==> src/verilog/spm_pkg.sv <==
// Purpose: constants for the sequential program mode controller
// Assumes: 24-bit byte address, opcodes as received on the serial input
// Notes:   shared by the design and the bench
package spm_pkg;
    localparam logic [7:0]  OP_SEQ_A     = 8'had;
    localparam logic [7:0]  OP_SEQ_B     = 8'haf;
    localparam logic [7:0]  OP_WREN      = 8'h06;
    localparam logic [7:0]  OP_WRDI      = 8'h04;
    localparam logic [7:0]  OP_TERM      = 8'hf0;
    localparam logic [7:0]  OP_RDSR1     = 8'h05;
    localparam logic [7:0]  OP_RDSR2     = 8'h35;
    localparam logic [7:0]  OP_RDSR3     = 8'h15;
    localparam logic [7:0]  OP_RDSR_IND  = 8'h65;
    localparam logic [7:0]  OP_RST_EN    = 8'h66;
    localparam logic [7:0]  OP_RST       = 8'h99;
    localparam logic [7:0]  OP_ID_JEDEC  = 8'h9f;
    localparam logic [7:0]  OP_ID_MFG    = 8'h90;
    localparam logic [7:0]  OP_ID_DUAL   = 8'h94;
    localparam logic [7:0]  OP_SUSPEND_A = 8'hb0;
    localparam logic [7:0]  OP_SUSPEND_B = 8'h75;
    localparam logic [23:0] LAST_ADDR    = 24'h01ffff;
    localparam logic [2:0]  SYNC_RST     = 3'h1;
    localparam logic [2:0]  BIT_LAST     = 3'h7;
    localparam logic [1:0]  ADDR_LAST    = 2'h2;
    localparam int          SYNC_CS      = 0;
    localparam int          SYNC_SCK     = 1;
    localparam int          SYNC_SI      = 2;

    typedef enum logic [2:0] {
        ST_IDLE = 3'b000,
        ST_OPC  = 3'b001,
        ST_ADDR = 3'b010,
        ST_DATA = 3'b011,
        ST_SKIP = 3'b100
    } spm_state_e;
endpackage : spm_pkg

==> src/verilog/spm_ctrl.sv <==
// Purpose: sequential program mode command filter and byte sequencer
// Assumes: spi mode 0/3 pins sampled by clk_sys; array engine and protection on clk_sys
// Assumes: the array engine holds ready_busy_flag high for a whole program
// Notes:   query_prot/query_susp describe the block holding query_addr_q
//          they may lag query_addr_q by one cycle; the look-ahead waits for them
`timescale 1ns/1ns
`default_nettype none

module spm_ctrl
    import spm_pkg::*;
(
    input  wire logic        clk_sys,
    input  wire logic        srst,
    input  wire logic        cs_n_pin,
    input  wire logic        sck_pin,
    input  wire logic        si_pin,
    input  wire logic        ready_busy_flag,
    input  wire logic        query_prot,
    input  wire logic        query_susp,
    input  wire logic        wel_clr_ext,
    input  wire logic        prog_fail_evt,
    input  wire logic        status4_clr,
    output logic             cmd_accept_q,
    output logic             cmd_reject_q,
    output logic [7:0]       cmd_code_q,
    output logic             prog_start_q,
    output logic [23:0]      prog_addr_q,
    output logic [7:0]       prog_data_q,
    output logic             seq_abort_q,
    output logic [23:0]      query_addr_q,
    output logic             write_latch_flag_q,
    output logic             seq_prog_mode_flag_q,
    output logic             erase_error_flag_q,
    output logic             prog_fail_flag_q
);

    function automatic logic is_op(input logic [7:0] op, input logic [7:0] a, input logic [7:0] b);
        is_op = (op == a) || (op == b);
    endfunction : is_op

    // opcodes still taken while an internal operation runs
    function automatic logic busy_ok(input logic [7:0] op);
        busy_ok = is_op(op, OP_RDSR1, OP_RDSR2) || is_op(op, OP_RDSR3, OP_RDSR_IND)
               || is_op(op, OP_SUSPEND_A, OP_SUSPEND_B) || is_op(op, OP_RST_EN, OP_RST)
               || (op == OP_TERM);
    endfunction : busy_ok

    // everything outside this list is refused in sequential mode while not busy
    function automatic logic spm_ok(input logic [7:0] op);
        spm_ok = is_op(op, OP_SEQ_A, OP_SEQ_B) || is_op(op, OP_WREN, OP_WRDI)
              || (op == OP_TERM)
              || is_op(op, OP_RDSR1, OP_RDSR2) || is_op(op, OP_RDSR3, OP_RDSR_IND)
              || is_op(op, OP_ID_JEDEC, OP_ID_MFG) || (op == OP_ID_DUAL)
              || is_op(op, OP_RST_EN, OP_RST);
    endfunction : spm_ok

    logic [2:0]  sy1_q;
    logic [2:0]  sy2_q;
    logic [2:0]  sy3_q;
    logic [2:0]  stb_q;
    logic [2:0]  stb_d;
    spm_state_e  st_q;
    spm_state_e  st_d;
    logic [2:0]  bit_q;
    logic [6:0]  sh_q;
    logic [1:0]  abyte_q;
    logic [7:0]  dat_q;
    logic        have_q;
    logic        chk_q;
    logic        chk2_q;

    // pin synchroniser: a level counts once stages two and three agree
    assign stb_d = (~(sy2_q ^ sy3_q) & sy3_q) | ((sy2_q ^ sy3_q) & stb_q);

    always_ff @(posedge clk_sys) begin
        if (srst) begin
            sy1_q <= SYNC_RST;
            sy2_q <= SYNC_RST;
            sy3_q <= SYNC_RST;
            stb_q <= SYNC_RST;
        end else begin
            sy1_q <= {si_pin, sck_pin, cs_n_pin};
            sy2_q <= sy1_q;
            sy3_q <= sy2_q;
            stb_q <= stb_d;
        end
    end

    wire       cs_fall   = stb_q[SYNC_CS] & ~stb_d[SYNC_CS];
    wire       cs_rise   = ~stb_q[SYNC_CS] & stb_d[SYNC_CS];
    wire       sck_rise  = ~stb_q[SYNC_SCK] & stb_d[SYNC_SCK] & ~stb_q[SYNC_CS];
    wire [7:0] byte_d    = {sh_q, sy3_q[SYNC_SI]};
    wire       byte_done = sck_rise && (bit_q == BIT_LAST);
    wire       addr_byte = byte_done && (st_q == ST_ADDR);
    wire       data_byte = byte_done && (st_q == ST_DATA);

    // opcode classification
    wire op_byte  = byte_done && (st_q == ST_OPC);
    wire op_seq   = is_op(byte_d, OP_SEQ_A, OP_SEQ_B);
    wire op_allow = ready_busy_flag ? busy_ok(byte_d)
                  : seq_prog_mode_flag_q ? spm_ok(byte_d)
                  : 1'b1;
    wire seq_go   = op_byte && op_allow && op_seq && write_latch_flag_q;
    wire cmd_ok   = op_byte && op_allow && !op_seq;
    wire cmd_bad  = op_byte && !(op_allow && (!op_seq || write_latch_flag_q));

    // opcodes that act on the latch or the mode
    wire op_wren  = byte_d == OP_WREN;
    wire op_wrdi  = byte_d == OP_WRDI;
    wire op_term  = byte_d == OP_TERM;

    // end of a sequential frame
    wire end_data = cs_rise && (st_q == ST_DATA);
    wire complete = have_q && (bit_q == 3'h0);
    wire abort    = (end_data && !complete) || (cs_rise && (st_q == ST_ADDR));
    wire prot_end = end_data && complete && query_prot;
    wire start    = end_data && complete && !query_prot;
    wire at_last  = query_addr_q == LAST_ADDR;
    wire last_end = start && at_last;
    wire prot_ahd = chk2_q && query_prot;
    wire susp_ahd = chk2_q && query_susp;

    // write latch: a set in the same cycle as a clear wins
    wire wel_set = cmd_ok && op_wren;
    wire wel_clr = (cmd_ok && op_wrdi) || abort || prot_end
                 || last_end || prot_ahd || wel_clr_ext;
    wire wel_d   = wel_set | (write_latch_flag_q & ~wel_clr);

    wire spm_set = start && !at_last;
    wire spm_clr = last_end || prot_ahd || susp_ahd || (cmd_ok && op_term);
    wire spm_d   = (spm_set | (seq_prog_mode_flag_q & ~spm_clr)) & wel_d;

    // status four: a failure in the same cycle as a clear wins
    wire pf_d    = prog_fail_evt | (prog_fail_flag_q & ~status4_clr);
    wire ee_d    = prog_fail_evt | (erase_error_flag_q & ~status4_clr);

    wire [23:0] cnt_inc   = at_last ? query_addr_q : query_addr_q + 24'h000001;
    wire [23:0] cnt_shift = {query_addr_q[15:0], byte_d};
    wire [23:0] cnt_next  = start ? cnt_inc : (addr_byte ? cnt_shift : query_addr_q);

    // next values of the framing and data registers
    wire [2:0]  bit_d        = cs_fall ? 3'h0 : (sck_rise ? bit_q + 3'h1 : bit_q);
    wire [6:0]  sh_d         = sck_rise ? byte_d[6:0] : sh_q;
    wire [1:0]  abyte_d      = (st_q != ST_ADDR) ? 2'h0 : (byte_done ? abyte_q + 2'h1 : abyte_q);
    wire [7:0]  dat_d        = data_byte ? byte_d : dat_q;
    wire        have_d       = cs_fall ? 1'b0 : (have_q | data_byte);
    wire        chk2_d       = chk_q && seq_prog_mode_flag_q;

    // next values of the request and report registers
    wire [23:0] prog_addr_d  = start ? query_addr_q : prog_addr_q;
    wire [7:0]  prog_data_d  = start ? dat_q : prog_data_q;
    wire        seq_abort_d  = abort || prot_end;
    wire        cmd_accept_d = cmd_ok || seq_go;
    wire [7:0]  cmd_code_d   = op_byte ? byte_d : cmd_code_q;

    always_comb begin
        st_d = st_q;
        unique case (st_q)
            ST_IDLE: begin
                if (cs_fall) begin
                    st_d = ST_OPC;
                end
            end
            ST_OPC: begin
                if (cs_rise) begin
                    st_d = ST_IDLE;
                end else if (seq_go) begin
                    st_d = seq_prog_mode_flag_q ? ST_DATA : ST_ADDR;
                end else if (op_byte) begin
                    st_d = ST_SKIP;
                end
            end
            ST_ADDR: begin
                if (cs_rise) begin
                    st_d = ST_IDLE;
                end else if (byte_done && (abyte_q == ADDR_LAST)) begin
                    st_d = ST_DATA;
                end
            end
            ST_DATA, ST_SKIP: begin
                if (cs_rise) begin
                    st_d = ST_IDLE;
                end
            end
            default: begin
                st_d = ST_IDLE;
            end
        endcase
    end

    // serial framing
    always_ff @(posedge clk_sys) begin
        if (srst) begin
            st_q    <= ST_IDLE;
            bit_q   <= 3'h0;
            sh_q    <= 7'h00;
            abyte_q <= 2'h0;
        end else begin
            st_q    <= st_d;
            bit_q   <= bit_d;
            sh_q    <= sh_d;
            abyte_q <= abyte_d;
        end
    end

    // data latch keeps only the newest complete byte
    always_ff @(posedge clk_sys) begin
        if (srst) begin
            dat_q  <= 8'h00;
            have_q <= 1'b0;
        end else begin
            dat_q  <= dat_d;
            have_q <= have_d;
        end
    end

    // look-ahead check two cycles after a start, once query inputs follow the counter
    always_ff @(posedge clk_sys) begin
        if (srst) begin
            chk_q  <= 1'b0;
            chk2_q <= 1'b0;
        end else begin
            chk_q  <= spm_set;
            chk2_q <= chk2_d;
        end
    end

    // program request toward the array engine
    always_ff @(posedge clk_sys) begin
        if (srst) begin
            prog_start_q <= 1'b0;
            prog_addr_q  <= 24'h000000;
            prog_data_q  <= 8'h00;
            seq_abort_q  <= 1'b0;
        end else begin
            prog_start_q <= start;
            prog_addr_q  <= prog_addr_d;
            prog_data_q  <= prog_data_d;
            seq_abort_q  <= seq_abort_d;
        end
    end

    // address counter: next location, or address bytes as they arrive
    always_ff @(posedge clk_sys) begin
        if (srst) begin
            query_addr_q <= 24'h000000;
        end else begin
            query_addr_q <= cnt_next;
        end
    end

    // command report
    always_ff @(posedge clk_sys) begin
        if (srst) begin
            cmd_accept_q <= 1'b0;
            cmd_reject_q <= 1'b0;
            cmd_code_q   <= 8'h00;
        end else begin
            cmd_accept_q <= cmd_accept_d;
            cmd_reject_q <= cmd_bad;
            cmd_code_q   <= cmd_code_d;
        end
    end

    // write latch, mode and status four flags
    always_ff @(posedge clk_sys) begin
        if (srst) begin
            write_latch_flag_q   <= 1'b0;
            seq_prog_mode_flag_q <= 1'b0;
            erase_error_flag_q   <= 1'b0;
            prog_fail_flag_q     <= 1'b0;
        end else begin
            write_latch_flag_q   <= wel_d;
            seq_prog_mode_flag_q <= spm_d;
            erase_error_flag_q   <= ee_d;
            prog_fail_flag_q     <= pf_d;
        end
    end

endmodule : spm_ctrl

`default_nettype wire

==> config.mk <==
export PLATFORM = sky130hd
export DESIGN_NAME = spm_ctrl
export DESIGN_NICKNAME = d
export VERILOG_FILES = /design/src/verilog/spm_pkg.sv /design/src/verilog/spm_ctrl.sv
export SDC_FILE = /design/constraint.sdc
export NUM_CORES = 1
export LEC_CHECK = 0
export BUFFER_PORTS_ARGS = -buffer_cell sky130_fd_sc_hd__buf_2
export CAP_MARGIN = 15
export CORE_UTILIZATION = 45
export CTS_CLUSTER_DIAMETER = 100
export DETAILED_ROUTE_END_ITERATION = 6
export PLACE_DENSITY = 0.63
export RECOVER_POWER = 25
export SYNTH_ARGS = -nofsm -noshare
export SYNTH_HDL_FRONTEND = slang
export SYNTH_SLANG_ARGS = --single-unit
==> constraint.sdc <==
create_clock -name clk_sys -period 4.55 [get_ports clk_sys]
set_input_delay 0.91 -clock clk_sys [delete_from_list [all_inputs] [get_ports clk_sys]]
set_output_delay 0.91 -clock clk_sys [all_outputs]
set_load 0.005 [all_outputs]
# Word-level counts from Yosys, hierarchy flattened

Cells that the tools add are included.

$add $sub $neg: 3
Eq/ne operators: 29
Mux-type cells: 14
Bitwise logic cells: 25
Reduce and logical (&&, ||, !) cells: 69

Operators by type and width:

| kind                  | count |
|---|---|
| $mux 24               | 3 |
| $eq 8x8->1 const B    | 8 |
| $logic_or 1x1->1      | 30 |
| $logic_and 1x1->1     | 26 |
| $add 24x1->24 const B | 1 |
| $eq 24x17->1 const B  | 1 |
| $eq 8x3->1 const B    | 3 |
| $eq 8x7->1 const B    | 3 |
| $mux 3                | 7 |
| $pmux 3 s4            | 1 |
| $and 1x1->1           | 9 |
| $eq 8x5->1 const B    | 1 |
| $eq 8x6->1 const B    | 1 |
| $and 3x3->3           | 2 |
| $eq 3x2->1 const B    | 2 |
| $eq 3x3->1 const B    | 2 |
| $logic_not 3->1       | 2 |
| $ne 2x2->1 const B    | 3 |
| $ne 3x2->1 const B    | 2 |
| $not 1->1             | 6 |
| $reduce_or 2->1       | 3 |
| $logic_not 1->1       | 5 |
| $or 1x1->1            | 5 |
| $ne 4x4->1 const B    | 1 |
| other kinds (11)      | 13 |

Bits in registers: 110
Logic and storage cells: 164

# Depth between registers and ports, before layout

Gate-level depths: netlist of the first run.

Word-level depth: 23
Gate-level depth with buffers: 10
Gate-level depth less buffers: 8

# Worst setup path after synthesis of the first run

OpenSTA, ideal clock, no wires.

Path type: input to register
Start: in query_prot
End: reg query_addr_q[16]
Arrival: 2104 ps
Setup slack: 2342 ps
Stages on the path: 6
Cells stage by stage: and4b_1 -> nand4_1 -> a31o_2 -> nand2_2 -> a21oi_1 -> a2111oi_2

Cells in the longest elaborated chain, start to end: 4
Elaborated cells between the ends (all ways): 6
Those cells by class: eq/ne: 1; mux: 1; reduce/logical: 4

RTL lines:

| item                                                             | RTL line        | RTL |
|---|---|---|
| start: declaration                                               | spm_ctrl.sv:18  | `input wire logic query_prot,` |
| $logic_not 1->1 *                                                | spm_ctrl.sv:117 | `wire start = end_data && complete && !query_prot;` |
| $logic_and 1x1->1 *                                              | spm_ctrl.sv:117 |  |
| $ne 2x2->1 (no line) / $reduce_bool 2->1 (equally long branches) | -               |  |
| $reduce_and 2->1 (no line)                                       | -               |  |
| end signal: assignment                                           | spm_ctrl.sv:248 | `query_addr_q <= cnt_next;` |
| end: declaration                                                 | spm_ctrl.sv:30  | `output logic [23:0] query_addr_q,` |

Mark *: on every way between the ends. The rest lies on a longest branch, timed or not.
A chain may end at the register's enable or synchronous reset.

==> key figures, run 1 <==
CTS
  • Sink Count: 109
  • Clock-pin slew on the worst setup and hold paths: 100 ps
  • H-Tree Depth: 3
  • Post-CTS setup buffers: 0
  • CTS buffer count: 9
  • Post_cts resized: 0
  • Maximum root-to-sink buffer count: 2
  • CTS root buffer: clkbuf_8
  • Clk_lat worst skew: 380 ps
  • # hold bufs at CTS: 0
  • CTS tree: done

Finish
  • Ant diodes: 0
  • # nets final: 673
  • Area delta synth->final: 12.6%
  • Fraction of layout instances using a drive strength above 1: 17.1%
  • FILL cells: 1023

Synth
  • Area of the mapped netlist: 4850 um2
  • Post-synth ARST share: 0%
  • Unique masters post-synth: 65
  • Syn avg cell area: 7.98 um2
  • Post-Synthesis Cells: 607
  • Top_reg_cell synth: dfxtp_1
  • Post-synth EDFFs: 0
  • Synthesized net count: 623
  • Ys Warns: 0
  • Seq/Total Area, Yosys: 45.0%
  • Synthesized flop and latch total: 109

GRT
  • First-pass GRT wire length: 20100 um
  • GRT overflow: 0
  • Largest net degree at the start of global routing: 103
  • Antenna violations before repair: 0
  • Vias in the first global route: 3956
  • GRT Util Overall: 22.4%

Power
  • Power Total: 1.61 mW
  • P_leak: 2.11 nW
  • IR drop worst, VDD: 154 uV
  • Power Dens Cells: 294 nW/um2

Critical path
  • Startpoint Class: primary input
  • R2R cell count: 7
  • R2R Path Start: query_addr_q[0]
  • Worst Setup EP: st_q[0]
  • Setup crit start: srst
  • Worst Setup Path Type: in2reg
  • Req. time, crit path: 4880 ps
  • Reg2reg end: query_addr_q[4]
  • Arr. time, crit path: 3460 ps
  • CP endpoint kind: register
  • Critical-path maximum fanout: 102
  • R2r setup slk: 1610 ps

STA
  • Setup tns final: 0 ps
  • Hold Violations, Final: 0
  • # setup viols final: 0
  • Clk_skew: 13.5 ps
  • Final period utilization: 68.8%
  • Least-Margin Pin Slew: 2070 ps
  • Max Slew Vio Count: 103
  • Unrepaired setup endpoints after global routing: no
  • Max-slew headroom: -38.0%
  • Period minus WS final: 3130 ps
  • FMAX: 320 MHz

Die
  • # rows: 37
  • Die height: 106 um
  • Core area: 10400 um2
  • Die area: 11200 um2
  • Die width: 106 um
  • Starting Density: 46.7%
  • I/O pin total: 83

Placed design
  • Hpwl dp: 8130 um
  • Gp weighted congestion: 0.858
  • PortBufs: 82

Drt
  • Router iterations before antenna repair: 5
  • Drt wl/cell: 15.5 um
  • ANT nets after route: 0
  • Vias per inst: 5.61
  • Drt drc: 0
  • Final WL: 12300 um
  • Vias: 4479
  • DR iter-0 viols: 283

Status
  • Outcome: finished, violations left
  • Failing checks: capacitance limit, slew limit

Run
  • Maxcap violations: 1

Hold path
  • Hold crit path type: reg2reg
  • Hold Crit Depth: 1
-- power by group --
part           internal, mW  total [mW]  leakage (nW)  switching, mW
clock network         0.273       0.613        0.0955          0.340
logic               0.00986      0.0321          1.13         0.0222
registers             0.958       0.961         0.880        0.00317
total                  1.24        1.61          2.11          0.365
-- flip-flops by register name (all words and copies together) (netlist names), 2 cells and up --
name          count
prog_addr_q      24
query_addr_q     24
cmd_code_q        8
dat_q             8
prog_data_q       8
sh_q              7
bit_q             3
st_q              3
sy1_q             3
sy2_q             3
sy3_q             3
abyte_q           2
stb_q             2
-- routing by layer --
metal | track usage, % | share of wire, % | up-vias
li1 | - | - | 2212
met2 | 33.9 | 46 | 161
met1 | 32.3 | 47 | 2085
met4 | 9.23 | 1.8 | 0
met3 | 2.66 | 5.6 | 21
met5 | 0 | 0 | -
-- cell usage in the layout, fill, tap and decap left out, types with 3 or more instances in the layout --
cell / n
o21ai_0: 20
and2_1: 6
a21oi_1: 76
inv_1: 11
clkbuf_8: 10
o211ai_1: 3
clkinvlp_4: 3
clkbuf_1: 4
ha_1: 5
a31oi_1: 5
buf_4: 3
nand2_1: 139
nor2_1: 39
nor2b_1: 8
a31o_2: 3
buf_2: 77
o22ai_1: 8
and4_1: 5
o31ai_1: 3
nor3b_1: 3
a221oi_1: 5
nand4_1: 8
nor3_1: 10
nor4_1: 5
a22oi_1: 3
and3_1: 3
xnor2_1: 6
nand3_1: 11
dfxtp_1: 109
or2_2: 3
mux2i_1: 10
xor2_1: 3
a311oi_1: 3
a211oi_1: 9
-- worst min-delay path by stage --
stage | start | end | slack [ps]
2_1_floorplan | sy1_q[0] | sy2_q[0] | 390
3_3_place_gp | sy1_q[0] | sy2_q[0] | 400
3_5_place_dp | sy1_q[0] | sy2_q[0] | 400
4_1_cts | sy1_q[0] | sy2_q[0] | 440
5_1_grt | sy1_q[0] | sy2_q[0] | 450
6_report | sy1_q[0] | sy2_q[0] | 440
-- through the flow --
step,cells,instance area [um2],util [%],hold slack [ps],worst slack (ps)
finish,798,5460,52.6,438,1420
floorplan,607,4850,-,389,2340
CTS,798,5470,52.7,441,1660
global route,798,5460,52.6,449,1240
detailed placement,782,5260,50.7,400,1670
global placement,782,5260,50.7,397,1720
-- synthesized netlist by cell type (all sizes together), types with 4 or more instances --
cell	number	area, um2
a221oi	5	43.8
nor2b	8	50.1
dfxtp	109	2180
mux2i	10	100
and4	5	43.8
inv	11	41.3
nor3	11	60.1
clkbuf	29	110
a21oi	76	380
nand3	11	55.1
ha	5	62.6
a31oi	6	43.8
nor4	5	31.3
buf	17	83.8
o21ai	20	100
nor3b	4	35.0
a211oi	9	67.6
and2	7	43.8
nand2	141	534
nand4	8	50.1
xnor2	6	52.6
nor2	39	146
o22ai	8	50.1
or2	4	25.0
-- worst max-delay path, cell delays in order --
cell and delay [ps]:
clkbuf_2 980, nor2_1 810, nand4_1 150, or4_1 430
nand2_1 80
-- kinds of logic after synthesis --
family,after synthesis,synth area share (%)
and+or+nand+nor,263,25.7
AOI/OAI and AO/OA,154,19.4
DFF,109,45.0
buffers and inverters,57,4.85
muxes,10,2.07
xor gates and xnor gates,9,1.63
adders and majority gates,5,1.29
-- final cells by class --
cell class                 count  area (um2)  area share [%]
clock buffer                  10         138            2.52
clock inverter                 6        70.1            1.28
inverter                      11        41.3           0.757
multi-input combinational    441        2430            44.5
sequential                   109        2180            40.0
tap                          136         170            3.12
timing repair buffer          85         428            7.84
Power figures use the tool's default switching activity.
==> inputs of run 2 (changes only) <==
==> constraint.sdc (replaced) <==
create_clock -name clk_sys -period 3.2 [get_ports clk_sys]
set_input_delay 0.64 -clock clk_sys [delete_from_list [all_inputs] [get_ports clk_sys]]
set_output_delay 0.64 -clock clk_sys [all_outputs]
set_load 0.005 [all_outputs]
==> key figures, run 2 (synthesis gave the netlist of run 1 again) <==
Status
  • Outcome: finished, final reports clean (was finished, violations left)

STA
  • FMAX: 394 MHz
  • # setup viols final: 0 (unchanged)
  • Unrepaired setup endpoints after global routing: no (unchanged)
  • Min Hold Slack: 422 ps (was 438 ps)
  • Period minus WS final: 2540 ps
  • Clk_skew: 15.5 ps (was 13.5 ps)
  • Least-Margin Pin Slew: 1220 ps (was 2070 ps)
  • Max-slew headroom: 19.0% (was -38.0%)
  • Setup tns final: 0 ps (unchanged)
  • Hold Violations, Final: 0 (unchanged)
  • Max Slew Vio Count: 0 (was 103)
  • Final period utilization: 79.4%

Die
  • Die width: 106 um (unchanged)
  • Die height: 106 um (unchanged)
  • Die area: 11200 um2 (unchanged)
  • # rows: 37 (unchanged)
  • I/O pin total: 83 (unchanged)
  • Starting Density: 46.7% (unchanged)
  • Core area: 10400 um2 (unchanged)

CTS
  • Post_cts resized: 0 (unchanged)
  • Maximum root-to-sink buffer count: 2 (unchanged)
  • Clock-pin slew on the worst setup and hold paths: 90 ps (was 100 ps)
  • Post-CTS setup buffers: 0 (unchanged)
  • Sink Count: 109 (unchanged)
  • # hold bufs at CTS: 0 (unchanged)
  • Clk_lat worst skew: 380 ps (about the same)
  • CTS tree: done (unchanged)
  • CTS buffer count: 9 (unchanged)
  • CTS root buffer: clkbuf_8 (unchanged)
  • H-Tree Depth: 3 (unchanged)

Placed design
  • Hpwl dp: 8600 um (was 8130 um)
  • Gp weighted congestion: 0.843 (was 0.858)
  • PortBufs: 82 (unchanged)

Run
  • Maxcap violations: 0 (was 1)

Critical path
  • CP endpoint kind: register (unchanged)
  • Critical-path maximum fanout: 14 (was 102)
  • Crit path cell chain: and4bb_1 -> and2_1 -> nand2_2 -> or3_4 -> or4_1 -> nand2_1 (was clkbuf_2 -> nor2_1 -> nand4_1 -> or4_1 -> nand2_1)
  • Buf/Inv on CP: 0 (was 1)
  • Req. time, crit path: 3520 ps (was 4880 ps)
  • Crit-path slowest cell: and4bb_1 (was clkbuf_2)
  • Max incr delay on CP: 570 ps (was 980 ps)
  • Startpoint Class: register (was primary input)
  • Worst Setup Path Type: reg2reg (was in2reg)
  • CP delay by family, top: simple AND/OR/NAND/NOR gates (unchanged)
  • Arr. time, crit path: 2860 ps (was 3460 ps)

Drt
  • Vias: 4488 (was 4479)
  • Vias per inst: 5.55 (was 5.61)
  • Final WL: 12600 um (was 12300 um)
  • Drt wl/cell: 15.6 um (was 15.5 um)
  • Drt drc: 0 (unchanged)
  • ANT nets after route: 0 (unchanged)
  • DR iter-0 viols: 321 (was 283)
  • Router iterations before antenna repair: 6 (was 5)

GRT
  • GRT overflow: 0 (unchanged)
  • GRT Util Overall: 23.0% (was 22.4%)
  • Antenna violations before repair: 0 (unchanged)
  • Vias in the first global route: 4088 (was 3956)
  • First-pass GRT wire length: 20400 um (was 20100 um)
  • Largest net degree at the start of global routing: 60 (was 103)

Power
  • Power Dens Cells: 404 nW/um2 (was 294 nW/um2)
  • P_leak: 2.14 nW (was 2.11 nW)
  • IR drop worst, VDD: 185 uV (was 154 uV)

Finish
  • # nets final: 685 (was 673)
  • Ant diodes: 0 (unchanged)
  • Commonest non-fill, non-tap cells in the layout: nand2_1 (139), dfxtp_1 (109), a21oi_1 (76) (was nand2_1 (139), dfxtp_1 (109), buf_2 (77))
  • Area delta synth->final: 13.8% (was 12.6%)
  • Commonest non-fill, non-tap cell in the layout: nand2_1 (unchanged)
  • Final core utilization: 53.2% (was 52.6%)
  • Fraction of layout instances using a drive strength above 1: 17.5% (was 17.1%)
  • FILL cells: 1026 (was 1023)
  • Largest registers: prog_addr_q x24, query_addr_q x24 (unchanged)

Hold path
  • Hold crit path type: reg2reg (unchanged)
run 2: changes by cell type in the layout (fill, tap and decap cells not counted), sizes merged:
cell	before	now
buf	80	87
clkinv	0	3
inv	13	11
clkinvlp	3	1
clkbuf	15	20
run 2: path summary, 6_finish.rpt:
| check | slack, ps | to | cells past startpoint | start |
|---|---|---|---|---|
| worst max-delay path | 660 | st_q[0] | 6 | stb_q[0] |
| worst min-delay path | 420 | sy2_q[0] | 1 | sy1_q[0] |
| worst max register to register | 660 | st_q[0] | 6 | stb_q[0] |
| worst min register to register | 420 | sy2_q[0] | 1 | sy1_q[0] |
run 2: final cells by class:
| type | instances | area (um2) | share of cell area (%) |
|---|---|---|---|
| flip-flops and latches | 109 | 2180 | 39.6 |
| well taps | 136 | 170 | 3.09 |
| clock buffers | 10 | 128 | 2.31 |
| repair buffers | 97 | 512 | 9.28 |
| inverters | 11 | 41.3 | 0.749 |
| clock inverters | 5 | 52.6 | 0.953 |
| multi-input cells | 441 | 2430 | 44.0 |
run 2: layer usage:
layer | vias up | global-route usage, % | wire, um
met2 | 154 | 35.9 | 5860
met3 | 16 | 3.96 | 805
met4 | 0 | 10.1 | 189
met1 | 2089 | 31.2 | 5730
met5 | - | 0 | 0
li1 | 2229 | - | -
run 2: through the flow:
step	instances	power, mW	instance area, um2	setup WS (ps)
floorplan	607	1.43	4850	1240
detailed placement	794	1.44	5350	702
finish	809	2.23	5510	660
global route	809	2.31	5510	467
CTS	809	2.25	5530	671
global placement	794	1.44	5350	724
run 2: report_power, final:
group	switching [mW]	total, mW	internal [mW]
combinational	0.0312	0.0457	0.0145
clock	0.460	0.814	0.355
sequential	0.00448	1.37	1.36
total	0.495	2.23	1.73
